===== src/inc/ddr_timing_pkg.sv =====
package ddr_timing_pkg;

    // Clocking: the memory clock is the system clock divided by two
    localparam int MCLK_NS    = 100;
    localparam int CK_DIV     = 2;
    localparam int TCK_NS     = MCLK_NS * CK_DIV;

    localparam int NUM_BANKS  = 4;
    localparam int BANK_W     = 2;
    localparam int ADDR_W     = 14;
    localparam int CNT_W      = 9;
    localparam int STEP_W     = 5;
    localparam int AP_BIT     = 10;

    // Command spacing figures in nanoseconds, TWTR_CK in clocks, then the default burst length
    localparam int TRAS_MIN_NS   = 40;
    localparam int TRAS_MAX_NS   = 70000;
    localparam int TRC_NS        = 55;
    localparam int TRFC_SMALL_NS = 70;
    localparam int TRFC_BIG_NS   = 120;
    localparam int TRCD_NS       = 15;
    localparam int TRAP_NS       = 15;
    localparam int TRRD_NS       = 10;
    localparam int TMRD_NS       = 2;
    localparam int TREFI_NS      = 7800;
    localparam int TREFC_MAX_NS  = 70300;
    localparam int TWTR_CK       = 2;
    localparam int BURST_LEN_DEF = 4;

    // Least times round up, longest times round down, never below one cycle
    function automatic int ns_to_ck_min(input int ns);
        int c;
        c = (ns + TCK_NS - 1) / TCK_NS;
        return (c < 1) ? 1 : c;
    endfunction : ns_to_ck_min

    function automatic int ns_to_ck_max(input int ns);
        int c;
        c = ns / TCK_NS;
        return (c < 1) ? 1 : c;
    endfunction : ns_to_ck_max

    typedef enum logic [2:0] {
        OP_NOP       = 3'h0,
        OP_ACT       = 3'h1,
        OP_READ      = 3'h2,
        OP_READ_AP   = 3'h3,
        OP_WRITE     = 3'h4,
        OP_PRE       = 3'h5,
        OP_REFRESH   = 3'h6,
        OP_LOAD_MODE = 3'h7
    } op_e;

    typedef struct packed {
        logic cs_n;
        logic ras_n;
        logic cas_n;
        logic we_n;
    } cmd_pins_s;

    localparam cmd_pins_s PINS_NOP     = 4'h7;
    localparam cmd_pins_s PINS_ACT     = 4'h3;
    localparam cmd_pins_s PINS_READ    = 4'h5;
    localparam cmd_pins_s PINS_WRITE   = 4'h4;
    localparam cmd_pins_s PINS_PRE     = 4'h2;
    localparam cmd_pins_s PINS_REFRESH = 4'h1;
    localparam cmd_pins_s PINS_LMR     = 4'h0;

    typedef struct packed {
        logic              valid;
        op_e               op;
        logic [BANK_W-1:0] bank;
        logic [ADDR_W-1:0] addr;
    } req_s;

    // Write strobe steps, counted in system clocks from the issue edge
    localparam int STEP_PREAMBLE = 3;
    localparam int STEP_FIRST    = 4;

endpackage : ddr_timing_pkg


===== src/core/ddr_cmd_timer.sv =====
`timescale 1ns/1ns
// Overview of operation
// A row stays open at least 40 ns before precharge and is precharged within 70,000 ns.
// Two ACTIVE or AUTO REFRESH commands to one bank are at least 55 ns apart.
// After AUTO REFRESH nothing is issued for 70 ns, or 120 ns on the largest module.
// READ or WRITE to a bank waits at least 15 ns after that bank's ACTIVE.
// READ with auto precharge waits at least 15 ns after the ACTIVE that opened the row.
// ACTIVE commands to different banks are at least 10 ns apart.
// After LOAD MODE REGISTER nothing is issued for the 2 ns mode cycle.
// The first latching strobe edge of a write lies 0.72 to 1.28 clocks after WRITE.
// Each falling strobe edge lies at least 0.2 clocks from the rising clock on each side.
// The strobe preamble is low at least 0.25 clocks and starts no earlier than the WRITE edge.
// AUTO REFRESH is issued at least every 70.3 us and never postponed or bursted past eight.
// A READ waits at least 2 clocks after the last write data.
// Every nanosecond minimum becomes whole clock cycles, rounded up at the clock in use.
module ddr_cmd_timer #(
    parameter int BURST_LEN  = ddr_timing_pkg::BURST_LEN_DEF,
    parameter bit BIG_MODULE = 1'b0
) (
    input  wire logic                               mclk_in,
    input  wire logic                               resetn_in,
    input  wire ddr_timing_pkg::req_s               req_in,
    output logic                                    req_ready_out,
    output logic                                    ck_out,
    output logic                                    ck_n_out,
    output logic                                    cke_out,
    output ddr_timing_pkg::cmd_pins_s               cmd_out,
    output logic [ddr_timing_pkg::BANK_W-1:0]       ba_out,
    output logic [ddr_timing_pkg::ADDR_W-1:0]       addr_out,
    output logic                                    dqs_out,
    output logic                                    dqs_oe_out,
    input  wire logic                               dqs_in
);
    import ddr_timing_pkg::*;

    typedef logic [CNT_W-1:0] cnt_t;


    localparam cnt_t RAS_MIN_CK = cnt_t'(ns_to_ck_min(TRAS_MIN_NS));
    // Loaded one short so the forced precharge still lands inside the limit
    localparam cnt_t RAS_MAX_CK = cnt_t'(ns_to_ck_max(TRAS_MAX_NS) - 1);
    localparam cnt_t RC_CK      = cnt_t'(ns_to_ck_min(TRC_NS));
    localparam cnt_t RCD_CK     = cnt_t'(ns_to_ck_min(TRCD_NS));
    localparam cnt_t RAP_CK     = cnt_t'(ns_to_ck_min(TRAP_NS));
    localparam cnt_t RRD_CK     = cnt_t'(ns_to_ck_min(TRRD_NS));
    localparam cnt_t MRD_CK     = cnt_t'(ns_to_ck_min(TMRD_NS));
    localparam cnt_t RFC_CK     = cnt_t'(ns_to_ck_min(BIG_MODULE ? TRFC_BIG_NS : TRFC_SMALL_NS));
    localparam cnt_t WTR_CK     = cnt_t'(TWTR_CK);
    // Average interval, far inside the hard refresh limit
    localparam cnt_t REFI_CK    = cnt_t'(ns_to_ck_max(TREFI_NS));
    localparam cnt_t REFC_CK    = cnt_t'(ns_to_ck_max(TREFC_MAX_NS));
    localparam logic [STEP_W-1:0] STEP_ONE   = STEP_W'(1);
    localparam logic [STEP_W-1:0] STEP_PRE   = STEP_W'(STEP_PREAMBLE);
    localparam logic [STEP_W-1:0] STEP_BEAT  = STEP_W'(STEP_FIRST);
    localparam logic [STEP_W-1:0] STEP_END   = STEP_W'(BURST_LEN + STEP_FIRST);
    localparam logic [STEP_W-1:0] STEP_LAST  = STEP_W'(BURST_LEN + STEP_FIRST - 1);

    typedef struct packed {
        logic                       ck;
        logic                       ck_n;
        logic                       cke;
        logic                       accept;
        cmd_pins_s                  pins;
        logic [BANK_W-1:0]          ba;
        logic [ADDR_W-1:0]          addr;
        logic                       dqs;
        logic                       dqs_oe;
        logic [STEP_W-1:0]          wstep;
        logic [NUM_BANKS-1:0]       open;
        logic [NUM_BANKS-1:0][CNT_W-1:0] ras_min;
        logic [NUM_BANKS-1:0][CNT_W-1:0] ras_max;
        logic [NUM_BANKS-1:0][CNT_W-1:0] rc;
        logic [NUM_BANKS-1:0][CNT_W-1:0] rcd;
        logic [NUM_BANKS-1:0][CNT_W-1:0] rap;
        cnt_t                       rrd;
        cnt_t                       rfc;
        cnt_t                       mrd;
        cnt_t                       wtr;
        cnt_t                       ref_timer;
        logic                       ref_due;
    } state_s;

    state_s st_reg;
    state_s st_next;

    function automatic cnt_t dec(input cnt_t v);
        return (v == '0) ? v : v - cnt_t'(1);
    endfunction : dec

    always_comb begin
        logic                all_closed;
        logic                all_rc_done;
        logic                all_ras_done;
        logic                exp_hit;
        logic [BANK_W-1:0]   exp_bank;
        logic                legal;
        int                  b;
        all_closed   = 1'b1;
        all_rc_done  = 1'b1;
        all_ras_done = 1'b1;
        exp_hit      = 1'b0;
        exp_bank     = '0;
        legal        = 1'b0;
        b            = 0;
        st_next      = st_reg;
        st_next.ck     = ~st_reg.ck;
        st_next.ck_n   = st_reg.ck;
        st_next.cke    = 1'b1;
        st_next.accept = 1'b0;
        // Counters tick on rising memory clock, decisions are made on falling
        if (!st_reg.ck) begin
            for (int i = 0; i < NUM_BANKS; i++) begin
                st_next.ras_min[i] = dec(st_reg.ras_min[i]);
                st_next.ras_max[i] = dec(st_reg.ras_max[i]);
                st_next.rc[i]      = dec(st_reg.rc[i]);
                st_next.rcd[i]     = dec(st_reg.rcd[i]);
                st_next.rap[i]     = dec(st_reg.rap[i]);
            end
            st_next.rrd = dec(st_reg.rrd);
            st_next.rfc = dec(st_reg.rfc);
            st_next.mrd = dec(st_reg.mrd);
            st_next.wtr = dec(st_reg.wtr);
            st_next.ref_timer = dec(st_reg.ref_timer);
            if (st_reg.ref_timer == '0) begin
                st_next.ref_due = 1'b1;
            end
        end
        if (st_reg.wstep != '0) begin
            st_next.wstep = (st_reg.wstep == STEP_END) ? '0 : st_reg.wstep + STEP_ONE;
        end
        for (int i = 0; i < NUM_BANKS; i++) begin
            if (st_reg.open[i]) begin
                all_closed = 1'b0;
                if (st_reg.ras_max[i] == '0 && !exp_hit) begin
                    exp_hit  = 1'b1;
                    exp_bank = BANK_W'(i);
                end
            end
            if (st_reg.rc[i] != '0) begin
                all_rc_done = 1'b0;
            end
            if (st_reg.open[i] && st_reg.ras_min[i] != '0) begin
                all_ras_done = 1'b0;
            end
        end
        if (st_reg.ck) begin
            st_next.pins = PINS_NOP;
            b = int'(req_in.bank);
            if (st_reg.rfc != '0 || st_reg.mrd != '0) begin
                st_next.pins = PINS_NOP;
            end else if (exp_hit) begin
                st_next.pins = PINS_PRE;
                st_next.ba   = exp_bank;
                st_next.addr = '0;
                st_next.open[exp_bank] = 1'b0;
            end else if (st_reg.ref_due) begin
                // Refresh outranks requests, so it is never postponed
                if (!all_closed) begin
                    if (all_ras_done) begin
                        st_next.pins = PINS_PRE;
                        st_next.addr = ADDR_W'(1) << AP_BIT;
                        st_next.open = '0;
                    end
                end else if (all_rc_done) begin
                    st_next.pins      = PINS_REFRESH;
                    st_next.rfc       = RFC_CK;
                    st_next.ref_due   = 1'b0;
                    st_next.ref_timer = REFI_CK;
                end
            end else if (req_in.valid) begin
                unique case (req_in.op)
                    OP_NOP:       legal = 1'b1;
                    OP_ACT:       legal = !st_reg.open[b] && st_reg.rc[b] == '0
                                          && st_reg.rrd == '0;
                    OP_READ:      legal = st_reg.open[b] && st_reg.rcd[b] == '0
                                          && st_reg.wtr == '0
                                          && st_reg.wstep == '0;
                    OP_READ_AP:   legal = st_reg.open[b] && st_reg.rap[b] == '0
                                          && st_reg.rcd[b] == '0 && st_reg.wtr == '0
                                          && st_reg.wstep == '0;
                    OP_WRITE:     legal = st_reg.open[b] && st_reg.rcd[b] == '0
                                          && st_reg.wstep == '0;
                    OP_PRE:       legal = !st_reg.open[b] || st_reg.ras_min[b] == '0;
                    OP_REFRESH:   legal = all_closed && all_rc_done;
                    OP_LOAD_MODE: legal = all_closed;
                endcase
                if (legal) begin
                    st_next.accept = 1'b1;
                    st_next.ba     = req_in.bank;
                    st_next.addr   = req_in.addr;
                    unique case (req_in.op)
                        OP_NOP: st_next.pins = PINS_NOP;
                        OP_ACT: begin
                            st_next.pins       = PINS_ACT;
                            st_next.open[b]    = 1'b1;
                            st_next.ras_min[b] = RAS_MIN_CK;
                            st_next.ras_max[b] = RAS_MAX_CK;
                            st_next.rc[b]      = RC_CK;
                            st_next.rcd[b]     = RCD_CK;
                            st_next.rap[b]     = RAP_CK;
                            st_next.rrd        = RRD_CK;
                        end
                        OP_READ: begin
                            st_next.pins         = PINS_READ;
                            st_next.addr[AP_BIT] = 1'b0;
                        end
                        OP_READ_AP: begin
                            st_next.pins         = PINS_READ;
                            st_next.addr[AP_BIT] = 1'b1;
                            st_next.open[b]      = 1'b0;
                        end
                        OP_WRITE: begin
                            st_next.pins         = PINS_WRITE;
                            st_next.addr[AP_BIT] = 1'b0;
                            st_next.wstep        = STEP_ONE;
                        end
                        OP_PRE: begin
                            st_next.pins         = PINS_PRE;
                            st_next.addr[AP_BIT] = 1'b0;
                            st_next.open[b]      = 1'b0;
                        end
                        OP_REFRESH: begin
                            st_next.pins      = PINS_REFRESH;
                            st_next.rfc       = RFC_CK;
                            st_next.ref_timer = REFI_CK;
                        end
                        OP_LOAD_MODE: begin
                            st_next.pins = PINS_LMR;
                            st_next.mrd  = MRD_CK;
                        end
                    endcase
                end
            end
        end
        // Preamble from the falling clock after WRITE, first rise half a clock later, one full clock after WRITE
        st_next.dqs_oe = st_next.wstep >= STEP_PRE && st_next.wstep <= STEP_END;
        // Strobe rises sit on clock rises, strobe falls on clock falls, half a clock from each rising edge
        st_next.dqs = st_next.wstep >= STEP_BEAT && st_next.wstep < STEP_END
                      && !st_next.wstep[0];
        if (st_next.wstep == STEP_LAST) begin
            st_next.wtr = WTR_CK;
        end
    end

    always_ff @(posedge mclk_in or negedge resetn_in) begin
        if (!resetn_in) begin
            st_reg           <= '0;
            st_reg.pins      <= PINS_NOP;
            st_reg.ref_timer <= REFI_CK;
        end else begin
            st_reg <= st_next;
        end
    end

    assign req_ready_out = st_reg.accept;
    assign ck_out        = st_reg.ck;
    assign ck_n_out      = st_reg.ck_n;
    assign cke_out       = st_reg.cke;
    assign cmd_out       = st_reg.pins;
    assign ba_out        = st_reg.ba;
    assign addr_out      = st_reg.addr;
    assign dqs_out       = st_reg.dqs;
    assign dqs_oe_out    = st_reg.dqs_oe;

endmodule : ddr_cmd_timer


===== config.mk =====
export PLATFORM = sky130hd
export DESIGN_NAME = ddr_cmd_timer
export DESIGN_NICKNAME = d
export VERILOG_FILES = /design/src/inc/ddr_timing_pkg.sv /design/src/core/ddr_cmd_timer.sv
export SDC_FILE = /design/constraint.sdc
export NUM_CORES = 1
export LEC_CHECK = 0
export ABC_AREA = 1
export BUFFER_PORTS_ARGS = -buffer_cell sky130_fd_sc_hd__buf_2
export CAP_MARGIN = 20
export CORE_MARGIN = 5
export CORE_UTILIZATION = 50
export CTS_CLUSTER_DIAMETER = 60
export DETAILED_ROUTE_END_ITERATION = 8
export GPL_ROUTABILITY_DRIVEN = 0
export PLACE_DENSITY = 0.67
export SYNTH_ARGS = -nofsm -noshare
export SYNTH_HDL_FRONTEND = slang
export SYNTH_SLANG_ARGS = --single-unit

===== constraint.sdc =====
create_clock -name mclk_in -period 2.5 [get_ports mclk_in]
set_input_delay 0.25 -clock mclk_in [delete_from_list [all_inputs] [get_ports mclk_in]]
set_output_delay 0.25 -clock mclk_in [all_outputs]
set_load 0.01 [all_outputs]

==> results.py <==
metrics = {
    "timing": {
        "relSlewSlack": 0.550,
        "rsz0062_at_grt": "true",
        "finalSetupTns_ps": 0,
        "setup_viol": 0,
        "tightest_slew_ps": 675,
        "fin_crit_sh": 0.982,
        "post-route-min-period_ps": 2450,
        "max_clock_freq_mhz": 407,
        "fin_skew_ps": 26.5,
        "hold_violations": 0,
        "slew_viol_final": 0,
        "holdWs_ps": 94.4,
    },
    "layout": {
        "area_growth_pct": 20.6,
        "largest_reg_flops": 235,
        "final_cells": 2133,
        "drive_above_1_share": 0.173,
        "final_net_count": 1820,
        "post-route-util": 0.606,
    },
    "setup_path": {
        "path_max_fanout": 7,
        "critical_path_class": "register to register",
        "worstPathCellList": "inv_1 > ha_4 > inv_1 > nor2_2 > nand3_2 > nor2_4 > nand2_2 > nand2_2 > nor2_4 > nand2_4 > nor2_4 > nand3_4 > nor2_8 > nand2_8 > nor2_4 > buf_12 > buf_4 > or2_2",
        "critical_path.max_stage_delay_ps": 370,
        "critPathCaptureType": "register",
        "crit_required_ps": 2940,
        "cp_num_buf_inv": 4,
        "cp_slowest_cell": "dfrtp_1",
        "crit_family": "simple AND/OR/NAND/NOR gates",
        "arrival_ps": 2900,
        "path_common_cell": "nor2_4",
        "start_kind": "register",
    },
    "global_route": {
        "grt_pass1_vias": 10368,
        "grt_start_max_net_pins": 84,
        "grt_overflow_total": 0,
        "grt_pass1_wl_um": 48300,
        "grtUsageTotal": 0.184,
        "antenna_found_initial": 2,
    },
    "clock_tree": {
        "clock_latency_ps": 560,
        "h-tree-depth": 1,
        "numCtsBuffers": 31,
        "cts_tree": "built",
        "clkSinkCount": 260,
        "clk_path_buf_depth": 3,
        "clk_pin_slew_worst_paths_ps": 60,
        "cts_root_buf": "clkbuf_16",
    },
    "synth": {
        "synth-edff-count": 0,
        "synth_top_area_cell": "dfrtp_1",
        "synthFlopType": "dfrtp_1",
        "yosysMostFrequentCell": "nor2_1",
        "mappedNetlistNets": 1671,
        "synth_cell_types": 53,
        "syn_area_um2": 13400,
        "netlist_top_cells_area": "dfrtp_1 (47%), nor2_1 (9.2%), nand2_1 (6.9%)",
        "synth_async_sr_flop_share": 1.00,
        "yosysSeqAreaShare": 0.485,
        "syn_inst": 1619,
        "yosys_warnings": 0,
        "ys_seq_elements": 260,
        "synthTopCellsByCount": "nor2_1 (329), dfrtp_1 (253), nand2_1 (246), inv_1 (189), o21ai_0 (95)",
        "yosys.area.top_type_share": 0.471,
        "avgSynthCellArea_um2": 8.30,
    },
    "die": {
        "coreArea_um2": 26700,
        "dieArea_um2": 30200,
        "die_h_um": 174,
        "rows": 60,
        "fp.dieW_um": 174,
        "pin_count": 49,
        "initial_utilization": 0.503,
    },
    "detailed_routing": {
        "vias": 10723,
        "drc": 0,
        "detail_route.vias_per_cell": 5.03,
        "drtIter0Drc": 532,
        "drtPass1Iterations": 5,
        "drt_wl_total_um": 29000,
        "ant_nets": 0,
        "post_drt_wl_per_cell_um": 13.6,
    },
    "placement": {
        "placed_cells_incl_taps": 2037,
        "io_buffer_count": 46,
        "place_hpwl_um": 19500,
    },
    "status": {
        "status": "finished clean",
    },
    "power_and_ir_drop": {
        "fin_total_pwr_mw": 13.7,
        "p_leak_nw": 7.32,
        "peakVddDrop_uv": 656,
        "p_per_area_nw_per_um2": 848,
    },
    "flow_run": {
        "drv_cap": 0,
    },
    "min_path": {
        "hold_path_class": "input port to register",
    },
}
## worst min-delay path, delay by kind of cell
family                 cells  cell delay (ps)
buffers and inverters      1              170
and+or+nand+nor            2              170
AOI/OAI and AO/OA          1               60
## repair_timing
| item | 4_1_cts | 5_1_grt |
|---|---|---|
| cloned | 0 | 7 |
| pin swaps | 3 | 22 |
| hold buffers | 14 | 0 |
| gates resized for setup | 7 | 104 |
| setup endpoints to repair | 32 | 184 |
| setup buffers | 2 | 17 |
| hold endpoints to repair | 87 | 0 |
## kinds of logic (layout without fill, tap and decap cells)
group	count (synthesis)	in the layout	synth area share
DFF	260	260	0.485
adders and majority gates	29	29	0.0270
buffers and inverters	238	409	0.0766
AOI/OAI and AO/OA	158	158	0.0637
other	2	3	0.000559
and+or+nand+nor	802	803	0.262
xor gates and xnor gates	130	130	0.0847
## path summary, 6_finish.rpt
check,start,to,slack [ps],depth (start not counted)
worst min register to register,st_reg[44],st_reg[44],470,1
worst min-delay path,req_in[18],cmd_out[0],90,4
worst max register to register,st_reg[155],st_reg[160],50,18
max in group asynchronous,resetn_in,cmd_out[2],1390,3
worst max-delay path,st_reg[155],st_reg[160],50,18
min in group asynchronous,resetn_in,st_reg[87],310,2
## metrics by stage
step | instance area [um2] | setup WS, ps
final | 16200 | 45.3
after CTS | 15600 | 5.65
after detailed placement | 14400 | -149
after global routing | 16200 | -119
after global placement | 14400 | -60.0
after floorplan | 13400 | 283
## area by class of cell
type | count | area, um2
clock inverters | 12 | 103
flip-flops and latches | 260 | 6520
clock buffers | 44 | 865
multi-input cells | 1122 | 6190
fillers | 2289 | 10500
inverters | 197 | 747
well taps | 341 | 427
repair buffers | 156 | 1350
diodes | 1 | 2.50
## metal layers
layer	global-route usage	routed length, um	vias up
met5	0	13	-
met4	0.0429	599	2
met3	0.0272	1030	48
met2	0.311	14000	164
met1	0.254	13300	5102
li1	-	-	5407
## report_power, final
group	switching [mW]	total (mW)	internal [mW]	leakage (nW)
Combinational	1.65	3.01	1.37	3.93
Clock	1.73	4.24	2.50	0.470
Sequential	1.07	6.48	5.41	2.92
Total	4.45	13.7	9.28	7.32
## layout by cell type (no fill, tap or decap), types with 35 or more instances in the layout
cell type  netlist  final
nor3_1          57     53
nand3_1         85     80
dfrtp_1        253    253
xnor2_1         45     45
nor2_1         329    309
buf_4           20     69
nand2_1        246    235
clkbuf_16        0     35
inv_1          189    177
o21ai_0         95     85
xor2_1          85     85
buf_2            7     45
Power figures use the tool's default switching activity.
